File: src/lamp_seq_defs.svh
`ifndef LAMP_SEQ_DEFS_SVH
`define LAMP_SEQ_DEFS_SVH
// Notes on behaviour
// - Lamp drive stays off unless device supply, inverter low monitor and inverter high monitor are all good.
// - With supplies good a strike attempt starts and the gate duty ramps up until strike.
// - Strike is recognised by lamp current being sensed.
// - Reaching the lamp voltage limit during the ramp ends the attempt and enters the fault state.
// - No strike after 65,536 lamp cycles of attempt enters the fault state.
// - Lamp overvoltage during strike disables both gates at once and enters the fault state.
// - After strike the run phase adjusts duty to regulate lamp current.
// - In run the duty is held back so lamp voltage never exceeds the limit.
// - In run, lamp current low for 65,536 lamp cycles disables the gates and enters fault.
// - Lamp overcurrent enters the fault state at once.
// - In fault, all lamp drive is off.
// - Fault stays latched until a supply monitor goes bad.
// - Lamp frequency is boosted 33% during strike and returns to normal after strike.
// - Inverter overvoltage turns the lamps off and restarts the sequence.

// ==========================================================
// Timing counts, in lamp cycles
`define STRIKE_TIMEOUT_CYCLES 17'h10000
`define LAMP_OUT_CYCLES 17'h10000
// Duty cycle field
`define DUTY_WIDTH 8
`define DUTY_RESET 8'h00
`define DUTY_MAX 8'hFF
// Strike boost: 33 percent
`define BOOST_PERCENT 8'h21
`endif

File: src/lamp_seq_pkg.sv
package lamp_seq_pkg;
    typedef enum logic [3:0] {
        ST_OFF = 4'h1,
        ST_STRIKE = 4'h2,
        ST_RUN = 4'h4,
        ST_FAULT = 4'h8
    } seq_state_t;

    // Comparator results, already synchronised
    typedef struct packed {
        logic vcc_ok;
        logic inv_under_ok;
        logic inv_over_bad;
        logic lamp_over_volt;
        logic lamp_current;
        logic lamp_current_high;
        logic lamp_over_current;
    } sense_t;

    typedef struct packed {
        logic enable;
        logic boost;
        logic [7:0] duty;
    } drive_t;
endpackage

File: src/sync2.sv
`timescale 1ns/100ps
module sync2 #(
    parameter int WIDTH = 1
) (
    // Clock and reset
    input wire logic clk,
    input wire logic resetn,
    // Data
    input wire logic [WIDTH-1:0] d,
    output logic [WIDTH-1:0] q
);
    logic [WIDTH-1:0] meta;

    initial begin
        if (WIDTH < 1) begin
            $error("sync2: WIDTH must be at least 1");
        end
    end

    always_ff @(posedge clk or negedge resetn) begin
        if (!resetn) begin
            meta <= '0;
            q <= '0;
        end else begin
            meta <= d;
            q <= meta;
        end
    end
endmodule // sync2

File: src/lamp_fault_sequencer.sv
`timescale 1ns/100ps
`include "lamp_seq_defs.svh"
module lamp_fault_sequencer #(
    parameter int CYCLE_WIDTH = 17,
    parameter logic [16:0] STRIKE_TIMEOUT = `STRIKE_TIMEOUT_CYCLES,
    parameter logic [16:0] LAMP_OUT_TIME = `LAMP_OUT_CYCLES
) (
    // Clock and reset
    input wire logic clk,
    input wire logic resetn,
    // Comparator pins, asynchronous
    input wire logic vcc_ok,
    input wire logic inverter_undervoltage_monitor,
    input wire logic inverter_overvoltage_monitor,
    input wire logic lamp_voltage_sense,
    input wire logic lamp_current_sense,
    input wire logic lamp_current_high,
    input wire logic lamp_over_current,
    // Lamp-frequency cycle tick from the oscillator, same clock
    input wire logic lamp_cycle_tick,
    // Gate drive
    output lamp_seq_pkg::drive_t drive,
    output lamp_seq_pkg::seq_state_t state_out
);
    import lamp_seq_pkg::*;

    initial begin
        if (CYCLE_WIDTH != 17) begin
            $error("lamp_fault_sequencer: CYCLE_WIDTH must be 17");
        end
        if (STRIKE_TIMEOUT == 17'h00000 || LAMP_OUT_TIME == 17'h00000) begin
            $error("lamp_fault_sequencer: counts must be nonzero");
        end
    end

    // ==========================================================
    // Input synchronisers
    sense_t raw;
    sense_t s;
    assign raw = '{vcc_ok: vcc_ok,
                   inv_under_ok: inverter_undervoltage_monitor,
                   inv_over_bad: inverter_overvoltage_monitor,
                   lamp_over_volt: lamp_voltage_sense,
                   lamp_current: lamp_current_sense,
                   lamp_current_high: lamp_current_high,
                   lamp_over_current: lamp_over_current};

    sync2 #(.WIDTH($bits(sense_t))) u_sync (
        .clk(clk),
        .resetn(resetn),
        .d(raw),
        .q(s)
    );

    // ==========================================================
    // Supply qualification
    logic supplies_ok;
    assign supplies_ok = s.vcc_ok && s.inv_under_ok && !s.inv_over_bad;

    // ==========================================================
    // Sequencer
    seq_state_t state;
    seq_state_t next_state;
    logic [16:0] strike_count;
    logic [16:0] out_count;
    logic strike_expired;
    logic lamp_out;

    assign strike_expired = lamp_cycle_tick &&
                            (strike_count == STRIKE_TIMEOUT - 17'h00001);
    assign lamp_out = lamp_cycle_tick && !s.lamp_current &&
                      (out_count == LAMP_OUT_TIME - 17'h00001);

    always_comb begin
        next_state = state;
        case (state)
            ST_OFF: begin
                if (supplies_ok) begin
                    next_state = ST_STRIKE;
                end
            end
            ST_STRIKE: begin
                if (s.lamp_over_volt || s.lamp_over_current) begin
                    next_state = ST_FAULT;
                end else if (s.lamp_current) begin
                    next_state = ST_RUN;
                end else if (strike_expired) begin
                    next_state = ST_FAULT;
                end
            end
            ST_RUN: begin
                if (s.lamp_over_current || lamp_out) begin
                    next_state = ST_FAULT;
                end
            end
            ST_FAULT: next_state = ST_FAULT;
            default: next_state = ST_OFF;
        endcase
        // Any bad supply aborts and restarts, also unlatching fault
        if (!supplies_ok) begin
            next_state = ST_OFF;
        end
    end

    always_ff @(posedge clk or negedge resetn) begin
        if (!resetn) begin
            state <= ST_OFF;
        end else begin
            state <= next_state;
        end
    end

    // ==========================================================
    // Strike timeout counter, lamp cycles
    always_ff @(posedge clk or negedge resetn) begin
        if (!resetn) begin
            strike_count <= 17'h00000;
        end else if (state != ST_STRIKE) begin
            strike_count <= 17'h00000;
        end else if (lamp_cycle_tick) begin
            strike_count <= strike_count + 17'h00001;
        end
    end

    // ==========================================================
    // Lamp-out counter; only consecutive low cycles count
    always_ff @(posedge clk or negedge resetn) begin
        if (!resetn) begin
            out_count <= 17'h00000;
        end else if (state != ST_RUN || s.lamp_current) begin
            out_count <= 17'h00000;
        end else if (lamp_cycle_tick) begin
            out_count <= out_count + 17'h00001;
        end
    end

    // ==========================================================
    // Duty control; steps once per lamp cycle to keep the ramp slow
    logic [7:0] duty;
    always_ff @(posedge clk or negedge resetn) begin
        if (!resetn) begin
            duty <= `DUTY_RESET;
        end else if (next_state == ST_OFF || next_state == ST_FAULT) begin
            duty <= `DUTY_RESET;
        end else if (lamp_cycle_tick) begin
            if (s.lamp_over_volt) begin
                if (state == ST_RUN && duty != `DUTY_RESET) begin
                    duty <= duty - 8'h01;
                end
            end else if (state == ST_STRIKE) begin
                if (duty != `DUTY_MAX) begin
                    duty <= duty + 8'h01;
                end
            end else if (state == ST_RUN) begin
                if (s.lamp_current_high && duty != `DUTY_RESET) begin
                    duty <= duty - 8'h01;
                end else if (!s.lamp_current_high &&
                             duty != `DUTY_MAX) begin
                    duty <= duty + 8'h01;
                end
            end
        end
    end

    // ==========================================================
    // Outputs, registered
    always_ff @(posedge clk or negedge resetn) begin
        if (!resetn) begin
            drive <= '0;
            state_out <= ST_OFF;
        end else begin
            drive.enable <= (next_state == ST_STRIKE ||
                             next_state == ST_RUN);
            drive.boost <= (next_state == ST_STRIKE);
            drive.duty <= duty;
            state_out <= next_state;
        end
    end
endmodule // lamp_fault_sequencer

File: config.mk
export PLATFORM = sky130hd
export DESIGN_NAME = lamp_fault_sequencer
export DESIGN_NICKNAME = d
export VERILOG_FILES = /design/src/lamp_seq_pkg.sv /design/src/sync2.sv /design/src/lamp_fault_sequencer.sv
export VERILOG_INCLUDE_DIRS = /design/src
export SDC_FILE = /design/constraint.sdc
export NUM_CORES = 1
export LEC_CHECK = 0
export BUFFER_PORTS_ARGS = -buffer_cell sky130_fd_sc_hd__buf_2
export CAP_MARGIN = 20
export CORE_MARGIN = 2
export CORE_UTILIZATION = 55
export CTS_BUF_LIST = sky130_fd_sc_hd__clkbuf_4 sky130_fd_sc_hd__clkbuf_8 sky130_fd_sc_hd__clkbuf_16
export DETAILED_ROUTE_END_ITERATION = 8
export GPL_TIMING_DRIVEN = 0
export PLACE_DENSITY = 0.71
export SETUP_SLACK_MARGIN = 0.1
export SYNTH_ARGS = -nofsm -noshare
export SYNTH_HDL_FRONTEND = slang
export SYNTH_SLANG_ARGS = --single-unit
File: constraint.sdc
create_clock -name clk -period 2.98 [get_ports clk]
set_clock_uncertainty 0.05 [all_clocks]
set_input_delay 0.596 -clock clk [delete_from_list [all_inputs] [get_ports clk]]
set_output_delay 0.596 -clock clk [all_outputs]
set_load 0.01 [all_outputs]
* Word level (Yosys, flattened, before mapping)
Cells that the tools add are included.
** Storage, ports and cells
- Output and inout bits :: 14
- Bits in registers :: 70
** Operators by class
- Add/subtract/negate cells :: 4
- Eq/ne operators :: 15
- Muxes and demuxes :: 19
- Reductions and logical operators :: 23
** Operators with widths (number)
- $mux 8 :: 9
- $mux 17 :: 4
- $add 17x1->17 const B :: 2
- $eq 17x16->1 const B :: 2
- $mux 4 :: 5
- $pmux 4 s4 :: 1
- $add 8x1->8 const B :: 1
- $eq 4x1->1 const B :: 2
- $eq 4x2->1 const B :: 2
- $eq 4x3->1 const B :: 2
- $eq 4x4->1 const B :: 2
- $logic_and 1x1->1 :: 8
- $ne 4x2->1 const B :: 2
- $ne 8x8->1 const B :: 1
- $reduce_bool 8->1 :: 1
- $sub 8x1->8 const B :: 1
- $reduce_bool 2->1 :: 3
- $logic_or 1x1->1 :: 5
- $reduce_and 5->1 :: 1
- $reduce_bool 5->1 :: 1
- $ne 4x3->1 const B :: 1
- $reduce_bool 4->1 :: 1
- $logic_not 1->1 :: 3
- $ne 3x3->1 const B :: 1

* Logic depth before layout (Yosys ltp)
Gate-level depths: netlist (run 1).
- Depth in word-level cells :: 11
- Depth in mapped cells :: 10
- Mapped depth without buffers :: 10

* Modules after synthesis
Synthesis (run 1) repeated with hierarchy kept, for this count alone.
** Unflattened totals
- Cells, all modules :: 320
- Area total of the unflattened synthesis :: 3315.7 um^2
** By module, submodules not included
- lamp_fault_sequencer :: sequential area each 1402.6 um^2, cells each 306, area each 2965.3 um^2, times used 1
- sync2 :: sequential area each 350.3 um^2, cells each 14, area each 350.3 um^2, times used 1

* Worst setup path before layout (run 1)
No wires, ideal clock.
- Path type :: register to register
- Start :: register duty[0]
- End :: register duty[4]
- Buffers on the path :: 0
- Cell stages (with the launch flop) :: 9
- Library setup time :: 137 ps
- Arrival :: 1916 ps
- Path slack :: 877 ps
- Data required time :: 2793 ps
- Period minus slack after synthesis :: 2103 ps
- Cell sequence :: dfrtp_1 -> inv_1 -> ha_1 -> nor3b_1 -> a211oi_1 -> o211ai_1 -> a21boi_0 -> xnor2_1 -> nor2_1
** On the way
- Longest elaborated chain between the ends :: 8
** RTL lines
- from (decl) :: line lamp_fault_sequencer.sv:139 : logic [7:0] duty;
- from (signal assigned) :: line lamp_fault_sequencer.sv:142 : duty <= `DUTY_RESET;
- from (signal assigned) :: line lamp_fault_sequencer.sv:144 : duty <= `DUTY_RESET;
- from (signal assigned) :: line lamp_fault_sequencer.sv:148 : duty <= duty - 8'h01;
- $add 8x1->8 or $reduce_bool 8->1 (tied branches)
- $mux 8 or $logic_and 1x1->1 (tied branches)
- $mux 8 :: line lamp_fault_sequencer.sv:155 : if (s.lamp_current_high && duty != `DUTY_RESET) begin
- $mux 8 :: line lamp_fault_sequencer.sv:154 : end else if (state == ST_RUN) begin
- $mux 8 :: line lamp_fault_sequencer.sv:150 : end else if (state == ST_STRIKE) begin
- $mux 8 :: line lamp_fault_sequencer.sv:146 : if (s.lamp_over_volt) begin
- $mux 8 :: line lamp_fault_sequencer.sv:145 : end else if (lamp_cycle_tick) begin
- $mux 8 :: line lamp_fault_sequencer.sv:143 : end else if (next_state == ST_OFF || next_state == ST_FAULT) begin
Parallel ways exist; a longest one is shown, timed or not. The select of a mux whose other input is x is not followed.
A chain may end at the register's enable or synchronous reset.

* Worst setup path after layout (run 1)
- Start :: register strike_count[2]
- End :: register duty[6]
** On the way
- Longest elaborated chain between the ends :: 11
** RTL lines
- from (decl) :: line lamp_fault_sequencer.sv:64 : logic [16:0] strike_count;
- from (signal assigned) :: line lamp_fault_sequencer.sv:121 : strike_count <= strike_count + 17'h00001;
- $eq 17x16->1 (*) :: line lamp_fault_sequencer.sv:70 : (strike_count == STRIKE_TIMEOUT - 17'h00001);
- $logic_and 1x1->1 (*) :: line lamp_fault_sequencer.sv:69 : assign strike_expired = lamp_cycle_tick &&
- $mux 4 (*) :: line lamp_fault_sequencer.sv:87 : end else if (strike_expired) begin
- $mux 4 (*) :: line lamp_fault_sequencer.sv:85 : end else if (s.lamp_current) begin
- $mux 4 (*) :: line lamp_fault_sequencer.sv:83 : if (s.lamp_over_volt || s.lamp_over_current) begin
- $pmux 4 s4 (*) :: line lamp_fault_sequencer.sv:76 : case (state)
- $mux 4 (*) :: line lamp_fault_sequencer.sv:100 : if (!supplies_ok) begin
- named net next_state[1] :: line lamp_fault_sequencer.sv:63 : seq_state_t next_state;
- $eq 4x1->1 or $eq 4x4->1 (tied branches) :: line lamp_fault_sequencer.sv:143
- $logic_or 1x1->1 (*) :: line lamp_fault_sequencer.sv:143
- $ne 4x2->1 (no line), or another cell as far along
- $reduce_and 5->1 (no line)
The timed path passes the listed nets; every way through them passes the cells marked *.

==> reports/qor.txt, run 1 <==
H-tree levels - 3
First-pass GRT wire length - 10140 um
Setup bufs post-CTS - 0
Max_cap viols - 0
Die W - 80.29 um
Power, Total - 1919 uW
Hold WC Path Type - in -> async
Area growth syn-to-layout - 13.80%
Sequential share of the synthesized area - 54.77%
Routed length per instance - 13.89 um
Post-DRT Antenna Nets - 0
Pins Over Slew Limit - 0
Footprint of the multi-input gates - 1344 um2
CP Class - reg -> reg
Layout cell share with drive strength beyond 1 - 14.71%
Core area - 5574 um2
Detailed Place HPWL - 3824 um
Post-layout min period - 2.557 ns
Slew @ Worst Pin - 0.9716 ns
Total negative slack - 0 ns
Detailed Routing Iterations Pass 1 - 7
Vias - 2226
Period utilisation layout - 85.79%
CTS Root Cell - clkbuf_8
Largest net degree at the start of global routing - 71
Routed wire length - 5722 um
Post-Syn Area - 3201 um2
Clk slew on worst S/H paths - 0.08 ns
Worst EP required - 3.14 ns
Ys async rst share - 100.0%
Synthesized area per cell - 10.63 um2
Cell variety after synth - 45
Clk sinks - 70
PwrDens - 526.9 nW/um2
Starting DRC count in detailed routing - 113
Gr usage total - 20.66%
Vias in the first global route - 2255
Longest Clk Path Bufs - 2
PortBufs - 23
Share of the synthesized area in the top cell type - 53.95%
Synthesized instance count - 301
Yosys warns - 0
CTS Buf Count - 9
Finish-stage setup viols - 0
Worst skew pair latency - 0.34 ns
Post-Synthesis Net Count - 318
Synth top cells by count - 69 x dfrtp_1, 49 x nor2_1, 23 x xor2_1
Initial core utilization - 57.42%
DRC violations left - 0
RSZ-0062 raised after global routing - no
Peak Freq - 0.3912 GHz
CTS tree - yes
Hold Violations, Final - 0
I/O pins - 24
RD Place Congestion - 0.8377
Startpoint Class - flip-flop
Max IR drop VDD - 0.3703 mV
Antenna Diode Count - 0
Synth area leaders - dfrtp_1 54%, xor2_1 6.3%, nor2_1 5.7%, xnor2_1 3.0%, ha_1 2.7%
Yosys top cell by area - dfrtp_1
Post-synth EDFFs - 0
Predominant post-synthesis flop cell - dfrtp_1
Signal arrival time at the worst endpoint - 2.72 ns
Cts repair resizes - 0
Status - completed
Seq cells post-synth - 70
Die height - 80.29 um
FP Rows - 27
Drt via density - 5.403
Static Leak - 0.001590 uW
# fillers - 451
Crit-path max FO - 9
Flip-flop and latch area - 1753 um2
Nets@finish - 352
Cell with the most instances after synthesis - dfrtp_1
Max_slew headroom - 34.84%
Initial antenna violation count - 0
Hold buffer count at CTS - 0
Die ar. - 6446 um2
CP Capture Type - flip-flop
GRT overflow - 0
==> layer usage <==
layer / track usage [%] / share of wire [%] / vias up
met5: 0 / 0 / -
met4: 10.51 / 2.2 / 0
met3: 3.596 / 2.8 / 12
met2: 32.17 / 47 / 35
met1: 27.85 / 48 / 1074
li1: - / - / 1105
==> sequential cells by signal, summed over array words and instances (netlist names) <==
register,cells
u_sync.meta,7
out_count,17
duty,8
u_sync.q,7
drive,10
strike_count,17
state_out,4
==> final cells by class <==
type                       instances  area share [%]
buffer                            11           1.821
clock buffer                      13           4.569
clock inverter                     3           1.855
inverter                          10           1.031
multi-input combinational        210           36.89
sequential                        70           48.13
tap                               72           2.473
timing repair buffer              23           3.229
==> worst max-delay path, cell delays in order (launching register included) <==
cell     delay, ns
dfrtp_1       0.41
and3_1        0.21
and3_1        0.23
and4_1        0.26
ha_1          0.18
a21oi_1       0.07
nand2_1       0.09
o21ai_0       0.09
and3_1        0.20
nor2_1        0.51
nor2_1        0.11
==> report_power, final <==
part | switching [uW] | internal, uW
sequential | 6.43 | 962
combinational | 41.9 | 19.1
clock | 353 | 536
total | 402 | 1520
==> final timing paths <==
kind                                       from            to  slack (ns)  cells past startpoint
worst max register to register  strike_count[2]       duty[6]        0.42                     10
min in group clk                 u_sync.meta[1]   u_sync.q[1]        0.30                      0
worst max-delay path            strike_count[2]       duty[6]        0.42                     10
worst min-delay path                     resetn       duty[2]        0.29                      1
max in group asynchronous                resetn  out_count[2]        2.02                      1
worst min register to register   u_sync.meta[1]   u_sync.q[1]        0.30                      0
==> layout by cell type (no fill, tap or decap), drive strengths merged, types with 7 or more instances in the layout <==
cell type,netlist,final
a21oi,11,11
and3,12,12
buf,6,29
clkbuf,5,18
dfrtp,69,69
ha,7,7
inv,10,10
nand2,22,22
nand3,10,10
nand4,7,7
nor2,49,49
o21ai,9,9
xnor2,11,11
xor2,23,23
==> kinds of logic (layout without fill, tap and decap cells) <==
| kind of cell | Yosys count | after routing | synth area share, % |
|---|---|---|---|
| AND/OR/NAND/NOR | 129 | 129 | 20.41 |
| flip-flops | 70 | 70 | 54.77 |
| AO/OA/AOI/OAI | 38 | 38 | 8.913 |
| XOR/XNOR | 34 | 34 | 9.304 |
| buffers and inverters | 21 | 60 | 3.245 |
| adder cells (fa/ha/maj) | 7 | 7 | 2.736 |
| multiplexers | 2 | 2 | 0.6255 |
==> through the flow <==
stage | util (%) | setup slack (ns) | instance area, um2 | std cells | hold slack (ns)
after floorplan | - | 0.8772 | 3201 | 301 | 0.2504
after global placement | 61.10 | 0.4736 | 3406 | 396 | 0.2813
after detailed placement | 61.14 | 0.4499 | 3408 | 396 | 0.2847
after CTS | 65.34 | 0.4336 | 3642 | 412 | 0.2916
after global routing | 65.34 | 0.1883 | 3642 | 412 | 0.2869
final | 65.34 | 0.4235 | 3642 | 412 | 0.2888
Note: power is estimated with default switching activity, not from simulation.
==> run 2: changes to the inputs <==
--- a/config.mk
+++ b/config.mk
@@ -7,13 +7,12 @@
 export NUM_CORES = 1
 export LEC_CHECK = 0
 export BUFFER_PORTS_ARGS = -buffer_cell sky130_fd_sc_hd__buf_2
-export CAP_MARGIN = 20
 export CORE_MARGIN = 2
-export CORE_UTILIZATION = 55
+export CORE_UTILIZATION = 40
 export CTS_BUF_LIST = sky130_fd_sc_hd__clkbuf_4 sky130_fd_sc_hd__clkbuf_8 sky130_fd_sc_hd__clkbuf_16
 export DETAILED_ROUTE_END_ITERATION = 8
 export GPL_TIMING_DRIVEN = 0
-export PLACE_DENSITY = 0.71
+export PLACE_DENSITY = 0.6
 export SETUP_SLACK_MARGIN = 0.1
 export SYNTH_ARGS = -nofsm -noshare
 export SYNTH_HDL_FRONTEND = slang
==> run 2 against run 1 <==
Net effect:
- sequential power is essentially flat
- non-clock buffer count stayed put
- combinational power grew 0.8%
- largest cell class unchanged
==> reports/qor.txt, run 2 (synthesis gave the netlist of run 1 again) <==
Status - completed
Max IR drop VDD - 0.2535 mV (-32%)
CTS tree - yes
Nets@finish - 352 (unchanged)
Antenna Diode Count - 0 (unchanged)
PortBufs - 23 (unchanged)
CP Capture Type - flip-flop
Die ar. - 8733 um2 (+35%)
Max_slew headroom - 36.58% (+1.7 points)
Max_cap viols - 0 (unchanged)
Top cell by count, worst path - nor2_1
I/O pins - 24 (unchanged)
PwrDens - 513.3 nW/um2 (-2.6%)
Post-layout min period - 2.506 ns (-0.05041 ns)
Detailed Place HPWL - 3951 um (+3.3%)
Vias in the first global route - 2166 (-3.9%)
CTS Buf Count - 9 (unchanged)
Total negative slack - 0 ns (unchanged)
Post-route cell area - 3669 um2 (+0.72%)
Die W - 93.45 um (+16%)
Post-place instance area - 3446 um2 (+1.1%)
Worst EP required - 3.13 ns (about the same)
Clk sinks - 70 (unchanged)
RSZ-0062 raised after global routing - no
Detailed Routing Iterations Pass 1 - 4 (-3)
Pins Over Slew Limit - 0 (unchanged)
Layout cell share with drive strength beyond 1 - 14.71% (unchanged)
Hold buffer count at CTS - 0 (unchanged)
Hold Violations, Final - 0 (unchanged)
CP Class - reg -> reg
First-pass GRT wire length - 10180 um (+0.34%)
Top Registers - out_count: 17 flops, strike_count: 17 flops, drive: 10 flops
Peak Freq - 0.3990 GHz (+2.0%)
Area growth syn-to-layout - 14.62%
Worst path cell trace - and3_1, nand3_1, nor4_1, ha_1, a31oi_1, a32oi_1, nor2_1, nor2_1, nor2_1
Signal arrival time at the worst endpoint - 2.66 ns (-0.06 ns)
Cts repair resizes - 0 (unchanged)
Vias - 2231 (+0.22%)
Crit-path max FO - 9 (unchanged)
CTS Root Cell - clkbuf_8
R2R setup slack - 0.47 ns (+0.05 ns)
Static Leak - 0.001591 uW (about the same)
Commonest non-fill, non-tap cell in the layout - dfrtp_1
Post-DRT Antenna Nets - 0 (unchanged)
Startpoint Class - flip-flop
Longest Clk Path Bufs - 2 (unchanged)
Routed length per instance - 13.18 um (-5.1%)
Drt via density - 5.048 (-6.6%)
H-tree levels - 3 (unchanged)
Largest net degree at the start of global routing - 71 (unchanged)
Setup bufs post-CTS - 0 (unchanged)
Slew @ Worst Pin - 0.9457 ns (-0.02591 ns)
Most frequent cells in the layout - 69 x dfrtp_1, 49 x nor2_1, 24 x buf_2
Core Util, Final - 47.47% (-18 points)
Starting DRC count in detailed routing - 88 (-22%)
Max incr delay on CP - 0.53 ns (+0.02 ns)
Hold WC Path Type - in -> async
Initial core utilization - 41.42% (-16 points)
Core area - 7727 um2 (+39%)
Initial antenna violation count - 0 (unchanged)
FP Rows - 32 (+19%)
Gr usage total - 15.21% (-5.5 points)
Slowest CP cell - nor2_1
Routed wire length - 5824 um (+1.8%)
Clk slew on worst S/H paths - 0.07 ns (about the same)
Finish-stage setup viols - 0 (unchanged)
Worst skew pair latency - 0.34 ns (about the same)
Period utilisation layout - 84.10% (-1.7 points)
Die height - 93.45 um (+16%)
DRC violations left - 0 (unchanged)
GRT overflow - 0 (unchanged)
RD Place Congestion - 0.8302 (-0.90%)
==> run 2: changes by cell type in the layout (fill, tap and decap cells not counted), sizes merged <==
cell,previous run,this run
clkinv,0,2
clkbuf,18,17
clkinvlp,1,0
==> run 2: power breakdown <==
part / internal (uW) / switching [uW] / leakage, uW / total [uW]
sequential: 962 / 7.30 / 0.000941 / 969
clock: 510 / 342 / 0.000117 / 852
combinational: 19.1 / 42.6 / 0.000532 / 61.6
==> run 2: final timing paths <==
kind,start,endpoint,depth (start not counted)
setup / recovery,out_count[5],duty[4],9
max in group asynchronous,resetn,out_count[13],1
setup reg to reg,out_count[5],duty[4],9
min in group clk,u_sync.meta[3],u_sync.q[3],0
hold reg to reg,u_sync.meta[3],u_sync.q[3],0
hold / removal,resetn,u_sync.q[5],1
==> run 2: stage by stage <==
step                hold WS (ns)  instances  power, uW  worst slack (ns)
floorplan                 0.2504        301       1015            0.8772
global placement          0.2823        426       1050            0.4482
detailed placement        0.2858        426       1052            0.4479
CTS                       0.2876        442       1913            0.4198
global route              0.2920        442       1966            0.1963
finish                    0.2956        442       1883            0.4739
==> run 2: per-layer routing <==
layer | global-route usage [%] | vias to the layer above | share of wire [%]
li1 | - | 1092 | -
met5 | 0 | - | 0
met2 | 23.44 | 42 | 46
met3 | 3.384 | 10 | 3.2
met4 | 6.985 | 0 | 1.9
met1 | 20.44 | 1087 | 49
==> run 2: area by class of cell <==
| type | instances | area (um2) |
|---|---|---|
| Fill cell | 738 | 4059 |
| Sequential cell | 70 | 1753 |
| Multi-Input combinational cell | 210 | 1344 |
| Clock buffer | 12 | 152.6 |
| Tap cell | 102 | 127.6 |
| Timing Repair Buffer | 23 | 117.6 |
| Clock inverter | 4 | 70.07 |
| Buffer | 11 | 66.31 |
| Inverter | 10 | 37.54 |
==> run 2: worst max-delay path: cells and delay by family, from the launching register on <==
| family | cells | cell delay, ns |
|---|---|---|
| adder cells (fa/ha/maj) | 1 | 0.21 |
| AO/OA/AOI/OAI | 2 | 0.31 |
| AND/OR/NAND/NOR | 6 | 1.41 |
| flip-flops | 1 | 0.39 |
